==> config.mk <==
export PLATFORM = sky130hd
export DESIGN_NAME = isec_ctrl
export DESIGN_NICKNAME = d
export VERILOG_FILES = /design/src/hw/isec_pkg.sv /design/src/hw/isec_ctrl.sv
export SDC_FILE = /design/constraint.sdc
export NUM_CORES = 1
export LEC_CHECK = 0
export ABC_AREA = 1
export BUFFER_PORTS_ARGS = -buffer_cell sky130_fd_sc_hd__buf_2
export CORE_MARGIN = 3
export CORE_UTILIZATION = 58
export DETAILED_ROUTE_END_ITERATION = 8
export GPL_ROUTABILITY_DRIVEN = 0
export PLACE_DENSITY = 0.78
export SETUP_SLACK_MARGIN = 0.05
export SYNTH_ARGS = -nofsm -noshare
export SYNTH_HDL_FRONTEND = slang
export SYNTH_SLANG_ARGS = --single-unit
==> constraint.sdc <==
create_clock -name CLK_SYS -period 9.37 [get_ports CLK_SYS]
set_input_delay 0.4685 -clock CLK_SYS [delete_from_list [all_inputs] [get_ports CLK_SYS]]
set_output_delay 0.4685 -clock CLK_SYS [all_outputs]
set_load 0.005 [all_outputs]
==> src/hw/isec_pkg.sv <==
package isec_pkg;

   // Timing at the 20 MHz system clock.
   localparam int unsigned CLK_HZ           = 20000000;
   localparam int unsigned BURST_PERIOD_NS  = 25000;
   localparam int unsigned ONE_SHOT_HIGH_NS = 2500;
   localparam int unsigned NS_PER_S         = 1000000000;
   localparam int unsigned BURST_CYCLES     = (BURST_PERIOD_NS / 50);
   localparam int unsigned ONE_SHOT_CYCLES  = (ONE_SHOT_HIGH_NS / 50);
   localparam int unsigned RAIL_READY_BURSTS = 4;

   // Power level codes; code 0 is the fallback for an out-of-range resistor.
   localparam logic [2:0] LEVEL_DEFAULT = 3'h0;
   localparam logic [2:0] LEVEL_MAX     = 3'h6;
   localparam logic [2:0] LEVEL_RESET   = 3'h0;

   // Burst on-time per level in cycles: n*2/15 of the 500-cycle period.
   localparam logic [8:0] ON_STEP_NUM  = 9'h002;
   localparam logic [8:0] ON_STEP_DEN  = 9'h00f;

   // Carrier spread: dither step count.
   localparam logic [3:0] SPREAD_RESET = 4'h1;

   typedef enum logic [1:0] {
      ISEC_STARTUP  = 2'b00,
      ISEC_TWO_WIRE = 2'b01,
      ISEC_THREE    = 2'b10
   } isec_mode_type;

endpackage : isec_pkg

==> src/hw/isec_ctrl.sv <==
`timescale 1ns/1ns
// Function
// - Two-wire: power transfer starts when enable goes high.
// - Two-wire: gate rises only after secondary rails are ready.
// - Two-wire: enable low drops gate and stops power transfer.
// - Three-wire: power transfer runs regardless of enable level.
// - Three-wire: with rails ready, enable high raises gate, low lowers it.
// - Standard enable: gate tracks enable level.
// - One-shot: enable rising edge gives one self-terminating gate pulse.
// - One-shot: retrigger needs enable low then high again.
// - One-shot only on one-shot variant in three-wire mode.
// - Three-wire: transfer starts after power-up and runs while supply present.
// - Three-wire: bursts at fixed 25 us period, on-time varies with level.
// - Seven levels, duty 13.3 to 93.3 percent in 2/15 steps.
// - Power level sampled once at power-up and held.
// - Out-of-range resistor selects the lowest duty level.
// - Enable state is modulated onto a carrier driven differentially.
// - Carrier is spread in frequency, not a fixed tone.
// - Secondary decodes carrier and sets gate from decoded state.
// - Loss of secondary power holds the gate low.
// - One-shot pulse lasts 2.5 us.
// - Two- or three-wire chosen at power-up and kept.
module isec_ctrl (
   input  wire logic             CLK_SYS,          // 20 MHz system clock
   input  wire logic             RST_N,            // Power-up reset, active low
   input  wire logic             EN_PIN,           // Enable pin, asynchronous
   input  wire logic             PRIMARY_SUPPLY_RAIL, // Dedicated supply present
   input  wire logic             ONE_SHOT_VARIANT, // Strap: one-shot variant
   input  wire logic [2:0]       POWER_LEVEL_SELECT_PIN, // Resistor decode 0..6
   input  wire logic             LEVEL_RANGE_OK,   // Resistor within valid range
   input  wire logic             SECONDARY_RAIL_OK, // Secondary rails above lockout
   output logic                  CARRIER_P,        // Transformer drive, positive
   output logic                  CARRIER_N,        // Transformer drive, negative
   output logic                  TX_ACTIVE,        // Burst on-time active
   output logic                  GATE_DRIVE,       // Gate drive output
   output logic [1:0]            MODE,             // Operating mode
   output logic [2:0]            LEVEL             // Latched power level
);
   import isec_pkg::*;

   typedef struct packed {
      logic [2:0]    en_sync;
      logic          en_state;
      logic          supply_q;
      isec_mode_type mode;
      logic          one_shot;
      logic [2:0]    level;
      logic [8:0]    period_cnt;
      logic [3:0]    spread;
      logic [3:0]    spread_cnt;
      logic          carrier;
      logic          tx;
      logic          tx_data;
      logic          rx_state;
      logic [2:0]    ready_bursts;
      logic          gate;
      logic          armed;
      logic [5:0]    pulse_cnt;
      logic [9:0]    burst_gap;
   } isec_state_type;

   isec_state_type st;
   isec_state_type next_st;

   // The product reaches 7000 before the divide, so it is formed at 14 bits.
   function automatic logic [8:0] on_cycles(input logic [2:0] lvl);
      logic [13:0] n;
      logic [13:0] prod;
      n = {11'h000, lvl} + 14'h0001;
      prod = (n * 14'(ON_STEP_NUM) * 14'(BURST_CYCLES)) / 14'(ON_STEP_DEN);
      on_cycles = prod[8:0];
   endfunction : on_cycles

   logic sup_now;
   logic tx_on;
   logic rails_ready;

   always_comb begin
      next_st = st;
      sup_now = 1'b0;
      tx_on = 1'b0;
      rails_ready = 1'b0;

      // Three-stage pin synchroniser; only stages two and three are compared.
      next_st.en_sync = {st.en_sync[1:0], EN_PIN};
      if (st.en_sync[1] == st.en_sync[2]) begin
         next_st.en_state = st.en_sync[2];
      end
      next_st.supply_q = PRIMARY_SUPPLY_RAIL;

      // Mode, variant and level are caught once on the first cycle after reset.
      if (st.mode == ISEC_STARTUP) begin
         next_st.mode = PRIMARY_SUPPLY_RAIL ? ISEC_THREE : ISEC_TWO_WIRE;
         next_st.one_shot = ONE_SHOT_VARIANT & PRIMARY_SUPPLY_RAIL;
         if (LEVEL_RANGE_OK && POWER_LEVEL_SELECT_PIN <= LEVEL_MAX) begin
            next_st.level = POWER_LEVEL_SELECT_PIN;
         end else begin
            next_st.level = LEVEL_DEFAULT;
         end
      end

      unique case (st.mode)
         ISEC_THREE:    sup_now = st.supply_q;
         ISEC_TWO_WIRE: sup_now = st.en_state;
         default:       sup_now = 1'b0;
      endcase

      // Fixed period, level-dependent on-time.
      if (!sup_now || st.period_cnt == 9'(BURST_CYCLES - 1)) begin
         next_st.period_cnt = 9'h000;
      end else begin
         next_st.period_cnt = st.period_cnt + 9'h001;
      end
      tx_on = sup_now && (st.period_cnt < on_cycles(st.level));
      next_st.tx = tx_on;

      // Spacing of burst starts, kept only for the period check below.
      // It saturates, so a very long gap cannot wrap round to a legal count.
      if (!sup_now) begin
         next_st.burst_gap = 10'h000;
      end else if (tx_on && !st.tx) begin
         next_st.burst_gap = 10'h001;
      end else if (st.burst_gap != 10'h000 && st.burst_gap != 10'h3ff) begin
         next_st.burst_gap = st.burst_gap + 10'h001;
      end

      // Spread carrier: half-period length hops between 1 and 4 cycles.
      if (tx_on) begin
         if (st.spread_cnt >= st.spread) begin
            next_st.spread_cnt = 4'h0;
            next_st.carrier = ~st.carrier;
            next_st.spread = (st.spread == 4'h3) ? 4'h0 : st.spread + 4'h1;
         end else begin
            next_st.spread_cnt = st.spread_cnt + 4'h1;
         end
         next_st.tx_data = st.en_state;
      end else begin
         next_st.carrier = 1'b0;
         next_st.spread_cnt = 4'h0;
      end

      // Secondary side: decode the state carried by each burst.
      if (st.tx) begin
         next_st.rx_state = st.tx_data;
      end
      if (!SECONDARY_RAIL_OK || !sup_now) begin
         next_st.ready_bursts = 3'h0;
      end else if (st.tx && !tx_on && st.ready_bursts != 3'(RAIL_READY_BURSTS)) begin
         next_st.ready_bursts = st.ready_bursts + 3'h1;
      end
      rails_ready = SECONDARY_RAIL_OK && (st.ready_bursts == 3'(RAIL_READY_BURSTS));

      if (!rails_ready || (st.mode == ISEC_TWO_WIRE && !st.en_state)) begin
         next_st.gate = 1'b0;
         next_st.pulse_cnt = 6'h00;
         next_st.armed = !st.rx_state;
      end else if (!st.one_shot) begin
         next_st.gate = st.rx_state;
      end else begin
         if (!st.rx_state) begin
            next_st.armed = 1'b1;
            next_st.gate = 1'b0;
            next_st.pulse_cnt = 6'h00;
         end else if (st.armed) begin
            next_st.armed = 1'b0;
            next_st.gate = 1'b1;
            next_st.pulse_cnt = 6'h01;
         end else if (st.gate) begin
            if (st.pulse_cnt == 6'(ONE_SHOT_CYCLES)) begin
               next_st.gate = 1'b0;
            end else begin
               next_st.pulse_cnt = st.pulse_cnt + 6'h01;
            end
         end
      end
   end

   always_ff @(posedge CLK_SYS or negedge RST_N) begin
      if (!RST_N) begin
         st <= '{en_sync: 3'h0, en_state: 1'b0, supply_q: 1'b0, mode: ISEC_STARTUP,
                 one_shot: 1'b0, level: LEVEL_RESET, period_cnt: 9'h000,
                 spread: SPREAD_RESET, spread_cnt: 4'h0, carrier: 1'b0, tx: 1'b0,
                 tx_data: 1'b0, rx_state: 1'b0, ready_bursts: 3'h0, gate: 1'b0,
                 armed: 1'b0, pulse_cnt: 6'h00, burst_gap: 10'h000};
      end else begin
         st <= next_st;
      end
   end

   assign CARRIER_P  = st.carrier;
   assign CARRIER_N  = st.tx & ~st.carrier;
   assign TX_ACTIVE  = st.tx;
   assign GATE_DRIVE = st.gate;
   assign MODE       = st.mode;
   assign LEVEL      = st.level;

   property p_gate_off_no_rail;
      @(posedge CLK_SYS) disable iff (!RST_N)
         !SECONDARY_RAIL_OK |=> !GATE_DRIVE;
   endproperty
   a_gate_off_no_rail: assert property (p_gate_off_no_rail) else $error("gate high without rail");

   property p_two_wire_off;
      @(posedge CLK_SYS) disable iff (!RST_N)
         (st.mode == ISEC_TWO_WIRE && !st.en_state) |=> (!GATE_DRIVE && !TX_ACTIVE);
   endproperty
   a_two_wire_off: assert property (p_two_wire_off) else $error("two-wire off not honoured");

   property p_three_wire_tx;
      @(posedge CLK_SYS) disable iff (!RST_N)
         (st.mode == ISEC_THREE && st.supply_q && st.period_cnt == 9'h000) |=> TX_ACTIVE;
   endproperty
   a_three_wire_tx: assert property (p_three_wire_tx) else $error("no burst start");

   // A burst start that follows an earlier one must be exactly one period later.
   property p_period;
      @(posedge CLK_SYS) disable iff (!RST_N)
         (st.mode == ISEC_THREE && tx_on && !st.tx && st.burst_gap != 10'h000)
            |-> (st.burst_gap == 10'(BURST_CYCLES));
   endproperty
   a_period: assert property (p_period)
      else $error("burst period wrong");

   property p_gate_needs_ready;
      @(posedge CLK_SYS) disable iff (!RST_N)
         $rose(GATE_DRIVE) |-> $past(rails_ready);
   endproperty
   a_gate_needs_ready: assert property (p_gate_needs_ready) else $error("gate before ready");

   property p_one_shot_len;
      @(posedge CLK_SYS) disable iff (!RST_N)
         (st.one_shot && $rose(GATE_DRIVE)) |-> ##[1:50] !GATE_DRIVE;
   endproperty
   a_one_shot_len: assert property (p_one_shot_len) else $error("one-shot too long");

   property p_no_retrigger;
      @(posedge CLK_SYS) disable iff (!RST_N)
         (st.one_shot && $fell(GATE_DRIVE) && st.rx_state) |=> !GATE_DRIVE;
   endproperty
   a_no_retrigger: assert property (p_no_retrigger) else $error("one-shot retriggered");

   property p_level_held;
      @(posedge CLK_SYS) disable iff (!RST_N)
         (st.mode != ISEC_STARTUP) |=> $stable(LEVEL) && $stable(MODE);
   endproperty
   a_level_held: assert property (p_level_held) else $error("level or mode changed");

   property p_follow;
      @(posedge CLK_SYS) disable iff (!RST_N)
         (!st.one_shot && rails_ready && st.mode == ISEC_THREE) |=> GATE_DRIVE == $past(st.rx_state);
   endproperty
   a_follow: assert property (p_follow) else $error("gate does not follow");

   // The two carrier legs must be complementary whenever a burst is on.
   property p_carrier_diff;
      @(posedge CLK_SYS) disable iff (!RST_N)
         TX_ACTIVE |-> (CARRIER_P != CARRIER_N);
   endproperty
   a_carrier_diff: assert property (p_carrier_diff)
      else $error("carrier not differential");

   // Between bursts both legs rest low, so the transformer sees no drive.
   property p_carrier_idle;
      @(posedge CLK_SYS) disable iff (!RST_N)
         !TX_ACTIVE |-> (!CARRIER_P && !CARRIER_N);
   endproperty
   a_carrier_idle: assert property (p_carrier_idle)
      else $error("carrier driven outside burst");

   // The dither step stays inside its four hop lengths.
   property p_spread_hop;
      @(posedge CLK_SYS) disable iff (!RST_N)
         (st.spread <= 4'h3) && (st.spread_cnt <= 4'h3);
   endproperty
   a_spread_hop: assert property (p_spread_hop)
      else $error("spread step out of range");

   property p_level_range;
      @(posedge CLK_SYS) disable iff (!RST_N)
         (st.mode != ISEC_STARTUP) |-> (LEVEL <= LEVEL_MAX);
   endproperty
   a_level_range: assert property (p_level_range)
      else $error("level code out of range");

   // The mode taken on the first edge must match the supply seen there.
   property p_mode_latch;
      @(posedge CLK_SYS) disable iff (!RST_N)
         (st.mode == ISEC_STARTUP) |=> ((MODE == 2'(ISEC_THREE)) == $past(PRIMARY_SUPPLY_RAIL));
   endproperty
   a_mode_latch: assert property (p_mode_latch)
      else $error("mode latched wrongly");

   // One-shot behaviour is never allowed in two-wire operation.
   property p_one_shot_three;
      @(posedge CLK_SYS) disable iff (!RST_N)
         st.one_shot |-> (st.mode != ISEC_TWO_WIRE);
   endproperty
   a_one_shot_three: assert property (p_one_shot_three)
      else $error("one-shot outside three-wire");

   property p_rx_decode;
      @(posedge CLK_SYS) disable iff (!RST_N)
         st.tx |=> (st.rx_state == $past(st.tx_data));
   endproperty
   a_rx_decode: assert property (p_rx_decode)
      else $error("received state not decoded");

   property p_embed_state;
      @(posedge CLK_SYS) disable iff (!RST_N)
         tx_on |=> (st.tx_data == $past(st.en_state));
   endproperty
   a_embed_state: assert property (p_embed_state)
      else $error("burst lost the enable state");

   // The pulse counter never runs past the one-shot length.
   property p_pulse_bound;
      @(posedge CLK_SYS) disable iff (!RST_N)
         st.one_shot |-> (st.pulse_cnt <= 6'(ONE_SHOT_CYCLES));
   endproperty
   a_pulse_bound: assert property (p_pulse_bound)
      else $error("one-shot counter overrun");

   // A decoded low always pulls the gate down in three-wire operation.
   property p_low_follow;
      @(posedge CLK_SYS) disable iff (!RST_N)
         (st.mode == ISEC_THREE && rails_ready && !st.rx_state) |=> !GATE_DRIVE;
   endproperty
   a_low_follow: assert property (p_low_follow)
      else $error("gate high after decoded low");

   c_one_shot: cover property (@(posedge CLK_SYS) disable iff (!RST_N) st.one_shot && $fell(GATE_DRIVE));
   c_three_gate: cover property (@(posedge CLK_SYS) disable iff (!RST_N)
      st.mode == ISEC_THREE && !st.one_shot && $rose(GATE_DRIVE));
   c_gate_on:  cover property (@(posedge CLK_SYS) disable iff (!RST_N) $rose(GATE_DRIVE));
   c_two_wire: cover property (@(posedge CLK_SYS) disable iff (!RST_N) st.mode == ISEC_TWO_WIRE && TX_ACTIVE);

endmodule : isec_ctrl

==> results.sh <==
export IMPL_slew_viol_final=0
export IMPL_n_antenna_cell=0
export IMPL_hold_violations=0
export IMPL_synthMostInstantiatedCell="nand2_1"
export IMPL_leakage_nw=3.33
export IMPL_fin_skew_ns=0.00761
export IMPL_finalCritPeriodShare_pct=94.9
export IMPL_drtIter0Drc=285
export IMPL_grt_total_usage_pct=23.4
export IMPL_die_x_um=101
export IMPL_final_cell_area_um2=6130
export IMPL_io_buffer_count=18
export IMPL_fmax_ghz=0.112
export IMPL_peakVddDrop_uv=107
export IMPL_ys_ff_latch=43
export IMPL_placedCellCount=907
export IMPL_critPathMaxStageDelay_ns=0.58
export IMPL_status="completed"
export IMPL_io_pins=19
export IMPL_synth_warnings=0
export IMPL_areaGrowthSynthToFinish_pct=17.3
export IMPL_clockBufferDepth=2
export IMPL_grt_pass1_vias=4716
export IMPL_hold_path_class="in -> reg"
export IMPL_nNetsFinal=902
export IMPL_drc=0
export IMPL_fin_util_pct=70.3
export IMPL_path_buf_inv=11
export IMPL_cts_root_buffer="clkbuf_8"
export IMPL_synth_top_area_cell="dfrtp_1"
export IMPL_tightestPinTransition_ns=0.956
export IMPL_crit_top_cell="nand2_2"
export IMPL_antenna_left=0
export IMPL_reg2reg_slack_ns=0.48
export IMPL_pre_cts_ws_ns=-0.264
export IMPL_clk_latency_ns=0.30
export IMPL_grt_pass1_wl_um=20100
export IMPL_path_max_fanout=8
export IMPL_maxCapViolations=0
export IMPL_crit_required_ns=9.56
export IMPL_synth_top_flop_cell="dfrtp_1"
export IMPL_wl_per_cell_um=13.2
export IMPL_synthTopCellsByArea="dfrtp_1 (20%), nand2_1 (13%), ha_1 (10%)"
export IMPL_design_core_area_um2=8720
export IMPL_overflow=0
export IMPL_cts_max_level=2
export IMPL_die_area_um2=10200
export IMPL_synth_common_cells="nand2_1 (188), inv_1 (116), nand3_1 (75)"
export IMPL_vias=5215
export IMPL_maxSlewHeadroom_pct=36.3
export IMPL_cts_tree="done"
export IMPL_synth_async_reset_ratio_pct=100
export IMPL_ys_types=48
export IMPL_cts_sinks=43
export IMPL_synth_edf_count=0
export IMPL_dp_hpwl_um=9150
export IMPL_yosysTopAreaCellShare_pct=20.1
export IMPL_syn_num_nets=843
export IMPL_drive_gt1_share_pct=26.0
export IMPL_synth_seq_area_share_pct=20.6
export IMPL_synthCells=783
export IMPL_criticalPathCategory="reg -> reg"
export IMPL_fin_cells=951
export IMPL_power_uw=436
export IMPL_wirelength_um=12600
export IMPL_avgViaCountPerCell=5.48
export IMPL_cp_start_kind="flip-flop"
export IMPL_cts_buffers=5
export IMPL_antenna_found_initial=0
export IMPL_end_kind="flip-flop"
export IMPL_cp_arrival_ns=9.08
export IMPL_whs_ns=0.275
export IMPL_setup_tns_ns=0
export IMPL_dpl_cell_area_um2=5440
export IMPL_p_per_area_nw_per_um2=71.0
export IMPL_grt_max_degree=44
export IMPL_layout_min_cycle_time_ns=8.89
export IMPL_initial_core_util_pct=60.0
export IMPL_critPathSlowestCell="fa_2"
export IMPL_critPathTopFamily="simple AND/OR/NAND/NOR gates"
export IMPL_finalSetupViolCount=0
export IMPL_drtPass1Iterations=5
export IMPL_synth_area_per_cell_um2=6.68
export IMPL_synth_cell_area_um2=5230
export IMPL_setup_slack_ns=0.476
export IMPL_row_count=34
export IMPL_die_h_um=101
export IMPL_ctsHoldBuffers=0
export IMPL_clk_pin_slew_ns=0.08
-- repair_timing --
item / CTS / global route
pin swaps: 6 / 36
gates resized for setup: 10 / 58
gates cloned: 0 / 1
hold endpoints to repair: 0 / 0
endpoints found under the setup margin: 14 / 14
buffers inserted: 5 / 30
-- final timing paths --
check                                 start  cells after the start          end
worst max-delay path               LEVEL[0]                     67       st[22]
worst min-delay path                 EN_PIN                      1  next_st[51]
worst max register to register     LEVEL[0]                     67       st[22]
worst min register to register  next_st[51]                      0  next_st[52]
max in group asynchronous             RST_N                      1       st[48]
min in group asynchronous             RST_N                      1       st[30]
-- power breakdown --
group / switching, mW / total (mW) / internal (mW)
sequential: 0.0137 / 0.215 / 0.201
combinational: 0.0446 / 0.0713 / 0.0267
clock: 0.0634 / 0.150 / 0.0862
-- cells by family after synthesis --
kind of cell    synth area share [%]
simple gates                    43.9
buf+inv                         11.1
compound gates                  8.21
fa+ha+maj                       13.2
flops                           20.6
xor+xnor                        3.02
-- cells in the final DEF, fill, tap and decap left out, drive strengths merged --
cell type	n
o2111ai	1
and3	3
nand4	24
maj3	1
a31oi	2
a21boi	2
nand3	89
and2	1
dfrtp	42
nand3b	2
clkbuf	6
nor2	94
buf	60
o31ai	1
nor3b	3
o21bai	1
o211ai	5
nor3	12
a21oi	28
xnor2	4
dfstp	1
o41ai	1
or2	2
o22ai	1
bufinv	1
clkinv	1
xor2	14
fa	7
ha	43
inv	136
nand2	225
o21ai	30
-- sequential cells by signal, indices dropped and copies added (netlist names) --
| register | count |
|---|---|
| CARRIER_P | 1 |
| GATE_DRIVE | 1 |
| LEVEL | 3 |
| MODE | 2 |
| TX_ACTIVE | 1 |
| next_st | 2 |
| st | 33 |
-- routing by layer --
layer,share of wire [%],GRT usage [%]
met4,2.3,4.19
met1,43,31.4
met5,0,0
met2,50,41.0
met3,4.5,2.49
-- cell type report --
type                    instances  area, µm²
flip-flops and latches         43       1080
fillers                       694       2590
inverters                     136        513
clock inverters                 2       35.0
multi-input cells             596       3870
well taps                     108        135
clock buffers                   6       82.6
repair buffers                 60        418
Note: power is estimated with default switching activity, not from simulation.
